File: config.mk
export PLATFORM = sky130hd
export DESIGN_NAME = acc_avg
export DESIGN_NICKNAME = d
export VERILOG_FILES = /design/src/acc_pkg.sv /design/src/acc_avg.sv
export VERILOG_INCLUDE_DIRS = /design/src
export SDC_FILE = /design/constraint.sdc
export NUM_CORES = 1
export LEC_CHECK = 0
export BUFFER_PORTS_ARGS = -buffer_cell sky130_fd_sc_hd__buf_2
export CAP_MARGIN = 10
export CORE_MARGIN = 1.5
export CORE_UTILIZATION = 45
export CTS_BUF_LIST = sky130_fd_sc_hd__clkbuf_4 sky130_fd_sc_hd__clkbuf_8
export DETAILED_ROUTE_END_ITERATION = 10
export GPL_TIMING_DRIVEN = 0
export PLACE_DENSITY = 0.67
export RECOVER_POWER = 25
export SYNTH_ARGS = -nofsm -noshare
export SYNTH_HDL_FRONTEND = slang
export SYNTH_SLANG_ARGS = --single-unit
File: constraint.sdc
create_clock -name pclk -period 7.1 [get_ports pclk]
set_clock_uncertainty 0.15 [all_clocks]
set_input_delay 0.71 -clock pclk [delete_from_list [all_inputs] [get_ports pclk]]
set_output_delay 0.71 -clock pclk [all_outputs]
set_load 0.05 [all_outputs]
File: src/acc_regs.svh
`ifndef ACC_REGS_SVH
`define ACC_REGS_SVH
// register byte offsets
`define ACC_OFS_INSEL     12'h008
`define ACC_OFS_ACCUM     12'h00C
`define ACC_OFS_RESULT    12'h010
`define ACC_OFS_STATUS    12'h014
// reset values
`define ACC_INSEL_RST     16'h0000
`define ACC_ACCUM_RST     8'h00
// field positions
`define ACC_NEG_HI        12
`define ACC_NEG_LO        8
`define ACC_POS_HI        4
`define ACC_POS_LO        0
`define ACC_DIV_HI        6
`define ACC_DIV_LO        4
`define ACC_CNT_HI        3
`define ACC_CNT_LO        0
// selection codes
`define ACC_PIN_MAX       5'h05
`define ACC_SEL_GND       5'h18
`define ACC_CNT_MAX       4'hA
`endif

File: src/acc_pkg.sv
package acc_pkg;
  typedef enum logic [1:0] {
    ACC_IDLE = 2'b01,
    ACC_RUN  = 2'b10
  } acc_state_e;
  // converter sample handshake
  typedef struct packed {
    logic        valid;
    logic [11:0] data;
  } acc_sample_s;
  // mux selection to the analog core
  typedef struct packed {
    logic [4:0] pos;
    logic [4:0] neg;
    logic       pos_ok;
    logic       neg_ok;
  } acc_mux_s;
endpackage

File: src/acc_avg.sv
// The APB slave port is this design's own decision.
`timescale 1ns/1ns
`include "acc_regs.svh"
module acc_avg
  import acc_pkg::*;
(
  // clock and reset
  input  wire logic        pclk,
  input  wire logic        presetn,
  // apb slave
  input  wire logic        psel,
  input  wire logic        penable,
  input  wire logic        pwrite,
  input  wire logic [11:0] paddr,
  input  wire logic [31:0] pwdata,
  output logic      [31:0] prdata,
  output logic             pready,
  output logic             pslverr,
  // converter core
  input  wire acc_sample_s sample,
  output acc_mux_s         mux_sel
);

  logic [15:0] insel_q, insel_d;
  logic [7:0]  avg_q, avg_d;
  logic [21:0] acc_q, acc_d;
  logic [10:0] cnt_q, cnt_d;
  logic [21:0] res_q, res_d;
  logic        done_q, done_d;
  acc_state_e  st_q, st_d;
  logic [31:0] rd_q, rd_d;
  logic        rdy_q, rdy_d, err_q, err_d;
  acc_mux_s    mux_q, mux_d;
  logic        acc_ok;
  logic [21:0] sum;
  logic [10:0] target;
  logic [3:0]  cfg_cnt;
  logic [2:0]  cfg_div;
  logic        wr, rd, hit, acs_first;

  // answer in the cycle after the first access cycle, commit a write on the completing edge
  assign acs_first = psel && penable && !rdy_q;
  assign wr      = psel && penable && pwrite && rdy_q;
  assign rd      = acs_first && !pwrite;
  assign cfg_cnt = avg_q[`ACC_CNT_HI:`ACC_CNT_LO];
  assign cfg_div = avg_q[`ACC_DIV_HI:`ACC_DIV_LO];
  assign acc_ok  = cfg_cnt <= `ACC_CNT_MAX;
  assign target  = acc_ok ? 11'(11'h001 << cfg_cnt) : 11'h001;
  assign sum     = acc_q + {10'h000, sample.data};

  // register file and bus answer
  always_comb begin
    insel_d = insel_q;
    avg_d   = avg_q;
    rd_d    = 32'h0000_0000;
    rdy_d   = acs_first;
    err_d   = 1'b0;
    hit     = 1'b1;
    unique case (paddr)
      `ACC_OFS_INSEL: begin
        if (wr) insel_d = pwdata[15:0] & 16'h1F1F;
        rd_d = {16'h0000, insel_q};
      end
      `ACC_OFS_ACCUM: begin
        if (wr) avg_d = pwdata[7:0] & 8'h7F;
        rd_d = {24'h000000, avg_q};
      end
      `ACC_OFS_RESULT:  rd_d = {10'h000, res_q};
      `ACC_OFS_STATUS:  rd_d = {30'h0, st_q == ACC_RUN, done_q};
      default:          hit = 1'b0;
    endcase
    if (!rd) rd_d = 32'h0000_0000;
    if (acs_first && !hit) err_d = 1'b1;
  end

  // mux routing decode
  always_comb begin
    mux_d.pos    = insel_q[`ACC_POS_HI:`ACC_POS_LO];
    mux_d.neg    = insel_q[`ACC_NEG_HI:`ACC_NEG_LO];
    mux_d.pos_ok = mux_d.pos <= `ACC_PIN_MAX;
    mux_d.neg_ok = (mux_d.neg <= `ACC_PIN_MAX) ||
                   (mux_d.neg == `ACC_SEL_GND);
  end

  // accumulation and division
  always_comb begin
    st_d   = st_q;
    acc_d  = acc_q;
    cnt_d  = cnt_q;
    res_d  = res_q;
    done_d = done_q;
    if (rd && paddr == `ACC_OFS_RESULT) done_d = 1'b0;
    unique case (st_q)
      ACC_IDLE: begin
        if (sample.valid) begin
          if (target == 11'h001) begin
            res_d  = {10'h000, sample.data} >> cfg_div;
            done_d = 1'b1;
          end else begin
            acc_d = {10'h000, sample.data};
            cnt_d = 11'h001;
            st_d  = ACC_RUN;
          end
        end
      end
      ACC_RUN: begin
        if (sample.valid) begin
          if (cnt_q + 11'h001 >= target) begin
            res_d  = sum >> cfg_div;
            done_d = 1'b1;
            st_d   = ACC_IDLE;
          end else begin
            acc_d = sum;
            cnt_d = cnt_q + 11'h001;
          end
        end
      end
      default: st_d = ACC_IDLE;
    endcase
  end

  // state registers
  always_ff @(posedge pclk or negedge presetn) begin
    if (!presetn) begin
      insel_q <= `ACC_INSEL_RST;
      avg_q   <= `ACC_ACCUM_RST;
      acc_q   <= 22'h000000;
      cnt_q   <= 11'h000;
      res_q   <= 22'h000000;
      done_q  <= 1'b0;
      st_q    <= ACC_IDLE;
      rd_q    <= 32'h0000_0000;
      rdy_q   <= 1'b0;
      err_q   <= 1'b0;
      mux_q   <= '0;
    end else begin
      insel_q <= insel_d;
      avg_q   <= avg_d;
      acc_q   <= acc_d;
      cnt_q   <= cnt_d;
      res_q   <= res_d;
      done_q  <= done_d;
      st_q    <= st_d;
      rd_q    <= rd_d;
      rdy_q   <= rdy_d;
      err_q   <= err_d;
      mux_q   <= mux_d;
    end
  end

  assign prdata  = rd_q;
  assign pready  = rdy_q;
  assign pslverr = err_q;
  assign mux_sel = mux_q;

  // checks
  property p_neg_route;
    @(posedge pclk) disable iff (!presetn)
    1'b1 |=> mux_sel.neg == $past(insel_q[12:8]);
  endproperty
  a_neg_route: assert property (p_neg_route)
    else $error("negative select mismatch");

  property p_gnd_ok;
    @(posedge pclk) disable iff (!presetn)
    insel_q[12:8] == 5'h18 |=> mux_sel.neg_ok;
  endproperty
  a_gnd_ok: assert property (p_gnd_ok)
    else $error("ground select not valid");

  property p_pos_range;
    @(posedge pclk) disable iff (!presetn)
    insel_q[4:0] > 5'h05 |=> !mux_sel.pos_ok;
  endproperty
  a_pos_range: assert property (p_pos_range)
    else $error("reserved positive code flagged valid");

  property p_single_shift;
    @(posedge pclk) disable iff (!presetn)
    st_q == ACC_IDLE && sample.valid && avg_q[3:0] == 4'h0 |=>
      res_q == ($past({10'h000, sample.data}) >> $past(avg_q[6:4]));
  endproperty
  a_single_shift: assert property (p_single_shift)
    else $error("single sample result wrong");

  property p_cnt_bound;
    @(posedge pclk) disable iff (!presetn)
    st_q == ACC_RUN |-> cnt_q < target;
  endproperty
  a_cnt_bound: assert property (p_cnt_bound)
    else $error("sample count overran target");

  property p_done_set;
    @(posedge pclk) disable iff (!presetn)
    st_q == ACC_RUN && sample.valid && cnt_q + 11'h001 >= target
      |=> done_q && st_q == ACC_IDLE;
  endproperty
  a_done_set: assert property (p_done_set)
    else $error("result not posted");

  property p_shift_run;
    @(posedge pclk) disable iff (!presetn)
    st_q == ACC_RUN && sample.valid && cnt_q + 11'h001 >= target
      |=> res_q == ($past(sum) >> $past(avg_q[6:4]));
  endproperty
  a_shift_run: assert property (p_shift_run)
    else $error("accumulated result shift wrong");

  property p_ready_pulse;
    @(posedge pclk) disable iff (!presetn)
    pready |=> !pready;
  endproperty
  a_ready_pulse: assert property (p_ready_pulse)
    else $error("pready held two cycles");

  property p_pos_route;
    @(posedge pclk) disable iff (!presetn)
    1'b1 |=> mux_sel.pos == $past(insel_q[`ACC_POS_HI:`ACC_POS_LO]);
  endproperty
  a_pos_route: assert property (p_pos_route)
    else $error("positive select mismatch");

  property p_pos_pin;
    @(posedge pclk) disable iff (!presetn)
    insel_q[`ACC_POS_HI:`ACC_POS_LO] <= `ACC_PIN_MAX |=> mux_sel.pos_ok;
  endproperty
  a_pos_pin: assert property (p_pos_pin)
    else $error("pin positive code flagged reserved");

  // codes between the last pin and ground, and above ground, are reserved
  property p_neg_reserved;
    @(posedge pclk) disable iff (!presetn)
    insel_q[`ACC_NEG_HI:`ACC_NEG_LO] > `ACC_PIN_MAX &&
      insel_q[`ACC_NEG_HI:`ACC_NEG_LO] != `ACC_SEL_GND |=> !mux_sel.neg_ok;
  endproperty
  a_neg_reserved: assert property (p_neg_reserved)
    else $error("reserved negative code flagged valid");

  // reserved count codes behave as a single sample
  property p_reserved_count;
    @(posedge pclk) disable iff (!presetn)
    st_q == ACC_IDLE && sample.valid && !acc_ok
      |=> done_q && st_q == ACC_IDLE;
  endproperty
  a_reserved_count: assert property (p_reserved_count)
    else $error("reserved count code not taken as one sample");

  // first sample of a longer run loads the accumulator
  property p_first_acc;
    @(posedge pclk) disable iff (!presetn)
    st_q == ACC_IDLE && sample.valid && target != 11'h001
      |=> st_q == ACC_RUN && cnt_q == 11'h001 &&
          acc_q == $past({10'h000, sample.data});
  endproperty
  a_first_acc: assert property (p_first_acc)
    else $error("first sample not loaded");

  property p_run_acc;
    @(posedge pclk) disable iff (!presetn)
    st_q == ACC_RUN && sample.valid && cnt_q + 11'h001 < target
      |=> acc_q == $past(sum) && cnt_q == $past(cnt_q) + 11'h001;
  endproperty
  a_run_acc: assert property (p_run_acc)
    else $error("sample not added to the sum");

  // done stands until the result register is read
  property p_done_hold;
    @(posedge pclk) disable iff (!presetn)
    done_q && !(rd && paddr == `ACC_OFS_RESULT) |=> done_q;
  endproperty
  a_done_hold: assert property (p_done_hold)
    else $error("done dropped without a result read");

  property p_result_hold;
    @(posedge pclk) disable iff (!presetn)
    !sample.valid |=> $stable(res_q);
  endproperty
  a_result_hold: assert property (p_result_hold)
    else $error("result changed without a sample");

  // bus answer: one wait state, error with it, data only while ready
  property p_ready_answer;
    @(posedge pclk) disable iff (!presetn)
    psel && penable && !pready |=> pready;
  endproperty
  a_ready_answer: assert property (p_ready_answer)
    else $error("pready missing after one wait state");

  property p_err_unmapped;
    @(posedge pclk) disable iff (!presetn)
    acs_first && !hit |=> pslverr && pready;
  endproperty
  a_err_unmapped: assert property (p_err_unmapped)
    else $error("unmapped address answered without error");

  property p_rd_idle;
    @(posedge pclk) disable iff (!presetn)
    !pready |-> prdata == 32'h0000_0000;
  endproperty
  a_rd_idle: assert property (p_rd_idle)
    else $error("read data outside the ready cycle");

  property p_write_commit;
    @(posedge pclk) disable iff (!presetn)
    wr && paddr == `ACC_OFS_INSEL
      |=> insel_q == ($past(pwdata[15:0]) & 16'h1F1F);
  endproperty
  a_write_commit: assert property (p_write_commit)
    else $error("input select write lost");

  // main scenarios
  c_gnd: cover property (@(posedge pclk) mux_sel.neg == 5'h18);
  c_run: cover property (@(posedge pclk) st_q == ACC_RUN ##1 done_q);
  c_err: cover property (@(posedge pclk) pslverr);
  c_reserved: cover property (@(posedge pclk) sample.valid && !acc_ok);
  c_long: cover property (@(posedge pclk) done_q && cfg_cnt == `ACC_CNT_MAX);
endmodule

Yosys cells after proc, flatten, opt, wreduce, memory -nomap -nowiden. Cells that the tools add are included.

Register bits after elaboration: 121. Input port bits: 62. Output and inout port bits: 46.

Add/subtract/negate cells: 2. $lt $le $gt $ge: 4. Eq/ne operators: 14. Shift-type cells: 3. Multiplexer cells: 31. Reductions and logical operators: 18.

Operators with widths (number): $mux W22 (8); $pmux W22 S2 (2); $pmux W22 S4 (1); $mux W11 (5); $mux W32 (1); $eq A12 B4 Y1 const B (2); $eq A12 B5 Y1 const B (2); $add A22 B12 Y22 (1); $pmux W11 S2 (1); $shr A12 B3 Y22 (1); $shr A22 B3 Y22 (1); $add A11 B1 Y11 const B (1); $eq A11 B1 Y1 const B (1); $ge A11 B11 Y1 (1); $shl A1 B4 Y11 const A (1); $le A5 B3 Y1 const B (2); $ne A2 B2 Y1 const B (5); $reduce_and A5 Y1 (2); $mux W2 (4); $logic_and A1 B1 Y1 (7); $mux W1 (7); $eq A5 B5 Y1 const B (1); $le A4 B4 Y1 const B (1); $pmux W2 S2 (1); 10 further kinds (13).

Depth between registers and ports, before layout.
Depth after elaboration: 8. Depth in mapped cells: 15. Depth with buffers taken out: 13.

Worst setup path before layout. OpenSTA, ideal clock, no wires.

Kind: register -> register. Start: register cnt_q[0]. End: register acc_q[12]. Library setup time: 0.104 ns. Arrival time: 3.188 ns. Path slack: 3.658 ns. Stages on the path, launching flop included: 14. Cells stage by stage: dfrtp_1 > ha_1 > and3_1 > and3_1 > xor2_1 > ha_1 > or3_1 > or3_1 > o21ai_2 > o21ai_1 > a21o_1 > clkbuf_1 > or4b_1 > o311ai_1.

Cells in the longest elaborated chain, start to end: 4.

RTL lines: start: declaration (RTL line acc_avg.sv:27) `logic [10:0] cnt_q, cnt_d;`; start signal: assignment (RTL line acc_avg.sv:140) `cnt_q <= cnt_d;`; $add A11 B1 Y11 (RTL line acc_avg.sv:108) `if (cnt_q + 11'h001 >= target) begin`; $ge A11 B11 Y1 (RTL line acc_avg.sv:108); $ne A2 B2 Y1 (no source line); $reduce_and A5 Y1 (no source line); end signal: assignment (RTL line acc_avg.sv:127) `acc_q <= 22'h000000;`; end signal: assignment (RTL line acc_avg.sv:139) `acc_q <= acc_d;`; end: declaration (RTL line acc_avg.sv:26) `logic [21:0] acc_q, acc_d;`.

Every way passes these cells. A chain may end at the register's enable or synchronous reset.

Worst setup path in the final report.
Start: register cnt_q[2]. End: register acc_q[0].

The elaborated chain is that of the path after synthesis.

==> out/results.tsv <==
metric	value	unit
layout-drive-gt1-share	20.56	%
cts-root-buf	clkbuf_8	
yosys-top-cells-area	dfrtp_1 (39%), ha_1 (4.7%), mux2_2 (4.5%), nand2_1 (4.4%), o21ai_0 (3.0%)	
cts.hold.buffers_added	0	
cts_tree	built	
p_per_area	284.6	mW/mm²
p_leak	0.003662	µW
cts_resized	0	
path_class	flip-flop to flip-flop	
ys_seq_elements	111	
dp_hpwl	14050	µm
wl_per_cell	18.06	µm
post-route-drc-count	0	
vias	5986	
final_common_cell	dfrtp_1	
synth_area	0.006973	mm²
area_delta_synth_final	12.90	%
drv_slew	52	
die_y	127.5	µm
fillCellCount	1407	
synth_warnings	0	
finalSetupTns	0	ns
synthFlopType	dfrtp_1	
initial_core_util	46.04	%
pin_count	108	
insertedDiodeCount	0	
cap_violations	1	
die_w	127.5	µm
gp_congestion	0.9301	
grt_start_max_net_pins	61	
cp-start-kind	flip-flop	
worstRegToRegCells	15	
end_kind	flip-flop	
globalRouteOverflowTotal	0	
dieArea	0.01625	mm²
holdWs	0.2921	ns
final_cells	1015	
r2r-start	cnt_q[2]	
final-setup-viol-count	0	
synth_cells	725	
hold_end	mux_sel[7]	
arrival	4.02	ns
crit_required	7.21	ns
row_count	45	
antenna_left	0	
dpl.cell_count	999	
cts_buffer_depth	2	
critPathMaxFanout	10	
grt_use_total	23.50	%
drt-total-wl	18330	µm
path_clk_slew	0.12	ns
antenna_found_initial	0	
min_period	3.911	ns
async_flop_share	100.0	%
yosysTopAreaCellShare	39.48	%
status	finished, violations left	
place.port_buffers	76	
grt_pass1_wl	30340	µm
fin_nets	911	
ctsHtreeMaxLevel	3	
hold_start	insel_q[0]	
maxSlewHeadroom	-98.84	%
hold_class	flip-flop to flip-flop	
min_path_cells	0	
synth_cell_type_count	85	
cts_sinks	111	
yosys.area.top_type	dfrtp_1	
synth_edf_count	0	
postCtsSetupBuffers	0	
violations	max-capacitance violations, max-slew violations	
period_share	55.08	%
reg2reg_to	acc_q[0]	
rsz0062_at_grt	false	
synth.avg_cell_area	9.618	µm²
via_per_inst	5.898	
fmax	255.7	MHz
finalHoldViolCount	0	
peakVddDrop	107.1	µV
seq_area_frac_synth	39.85	%
cts_buffers	9	
core	0.01515	mm²
drt_first_pass_iters	5	
grt_pass1_vias	5871	
clk_latency	0.40	ns
tightest_slew	2.983	ns
reg2reg_slack	3.19	ns
final_cell_mix	dfrtp_1 (110), nand2_1 (81), buf_2 (81)	
drt-initial-drc-count	406	
## critical path: stages, from the launching register on
cell and delay (ns):
dfrtp_1 0.46, and3_1 0.20, and3_1 0.24, and3_1 0.26, nand3_1 0.12, xnor2_1 0.17, ha_1 0.22, or3_1 0.35
or3_1 0.33, o21ai_2 0.10, o21ai_1 0.17, a21o_1 0.22, clkbuf_1 0.18, clkbuf_1 0.35, nand2_1 0.16, o21ai_0 0.09
## synthesized netlist by cell type, types with 4 or more instances
cell type and number:
or2_2 4, ha_1 26, nand2_1 81, buf_2 6
a31oi_1 7, a22o_1 11, o21ai_1 13, nand4_1 5
mux2_2 28, a21o_1 10, o21ai_0 42, or3_1 5
a22oi_1 11, a21oi_1 21, o31ai_1 12, nor2_1 36
nand3_1 22, mux4_2 6, mux2i_1 11, a211oi_1 14
o21a_1 6, buf_4 10, nor3_1 14, inv_1 15
clkbuf_1 31, nand2b_1 16, xor2_1 8, xnor2_1 6
o211ai_1 4, a221o_1 6, nor4_1 4, dfrtp_1 110
and2_1 19, and3_1 10, and4_1 4, nor2b_1 16
## power by group
part / internal, µW / switching (µW) / leakage (µW)
Clock: 175 / 245 / 0.000112
Sequential: 721 / 53.4 / 0.00149
Combinational: 359 / 687 / 0.00206
Total: 1250 / 986 / 0.00366
## state kept, by name, indices dropped and copies added, names as in the netlist
name / cells
st_q: 2
res_q: 22
mux_sel: 12
acc_q: 22
prdata: 22
avg_q: 7
pslverr: 1
cnt_q: 11
pready: 1
insel_q: 10
done_q: 1
## logic make-up after synthesis
family	synth area share [%]
buffers and inverters	4.306
xor gates and xnor gates	1.992
and+or+nand+nor	19.07
adders and majority gates	4.952
muxes	8.254
other	0.05378
DFF	39.85
AOI/OAI and AO/OA	21.51
## final cells by class
| type | count | area (µm²) | share of cell area (%) |
|---|---|---|---|
| tap | 188 | 235.2 | 2.988 |
| inverter | 15 | 56.30 | 0.7152 |
| clock buffer | 9 | 123.9 | 1.573 |
| clock inverter | 7 | 100.1 | 1.271 |
| timing repair buffer | 77 | 406.6 | 5.165 |
| multi-input combinational | 557 | 3928 | 49.89 |
| buffer | 51 | 244.0 | 3.099 |
| sequential | 111 | 2779 | 35.30 |
## routing by layer
layer	global-route usage [%]	part of all wire, %	wire length [µm]	vias up
met4	9.960	2.8	517	0
met5	0	0	0	-
met2	37.93	47	8583	184
met1	31.74	45	8305	2924
met3	3.308	5.0	919	29
li1	-	-	-	2849
## through the flow
step	util (%)	instance area [µm²]	total power, µW	setup WS [ns]
after global placement	50.33	7622	1788	3.346
after CTS	52.00	7876	2244	3.219
after global routing	51.98	7873	2402	2.865
after detailed placement	50.52	7652	1821	3.227
after floorplan	-	7007	1523	3.658
final	51.98	7873	2240	3.189
## worst max-delay path by stage
stage | to | slack (ns) | startpoint | depth (start not counted)
2_1_floorplan | acc_q[12] | 3.66 | cnt_q[0] | 13
3_3_place_gp | acc_q[8] | 3.35 | cnt_q[0] | 14
3_5_place_dp | acc_q[0] | 3.23 | cnt_q[2] | 15
4_1_cts | acc_q[0] | 3.22 | cnt_q[2] | 15
5_1_grt | acc_q[2] | 2.87 | cnt_q[0] | 14
6_report | acc_q[0] | 3.19 | cnt_q[2] | 15
Note: power is estimated with default switching activity, not from simulation.
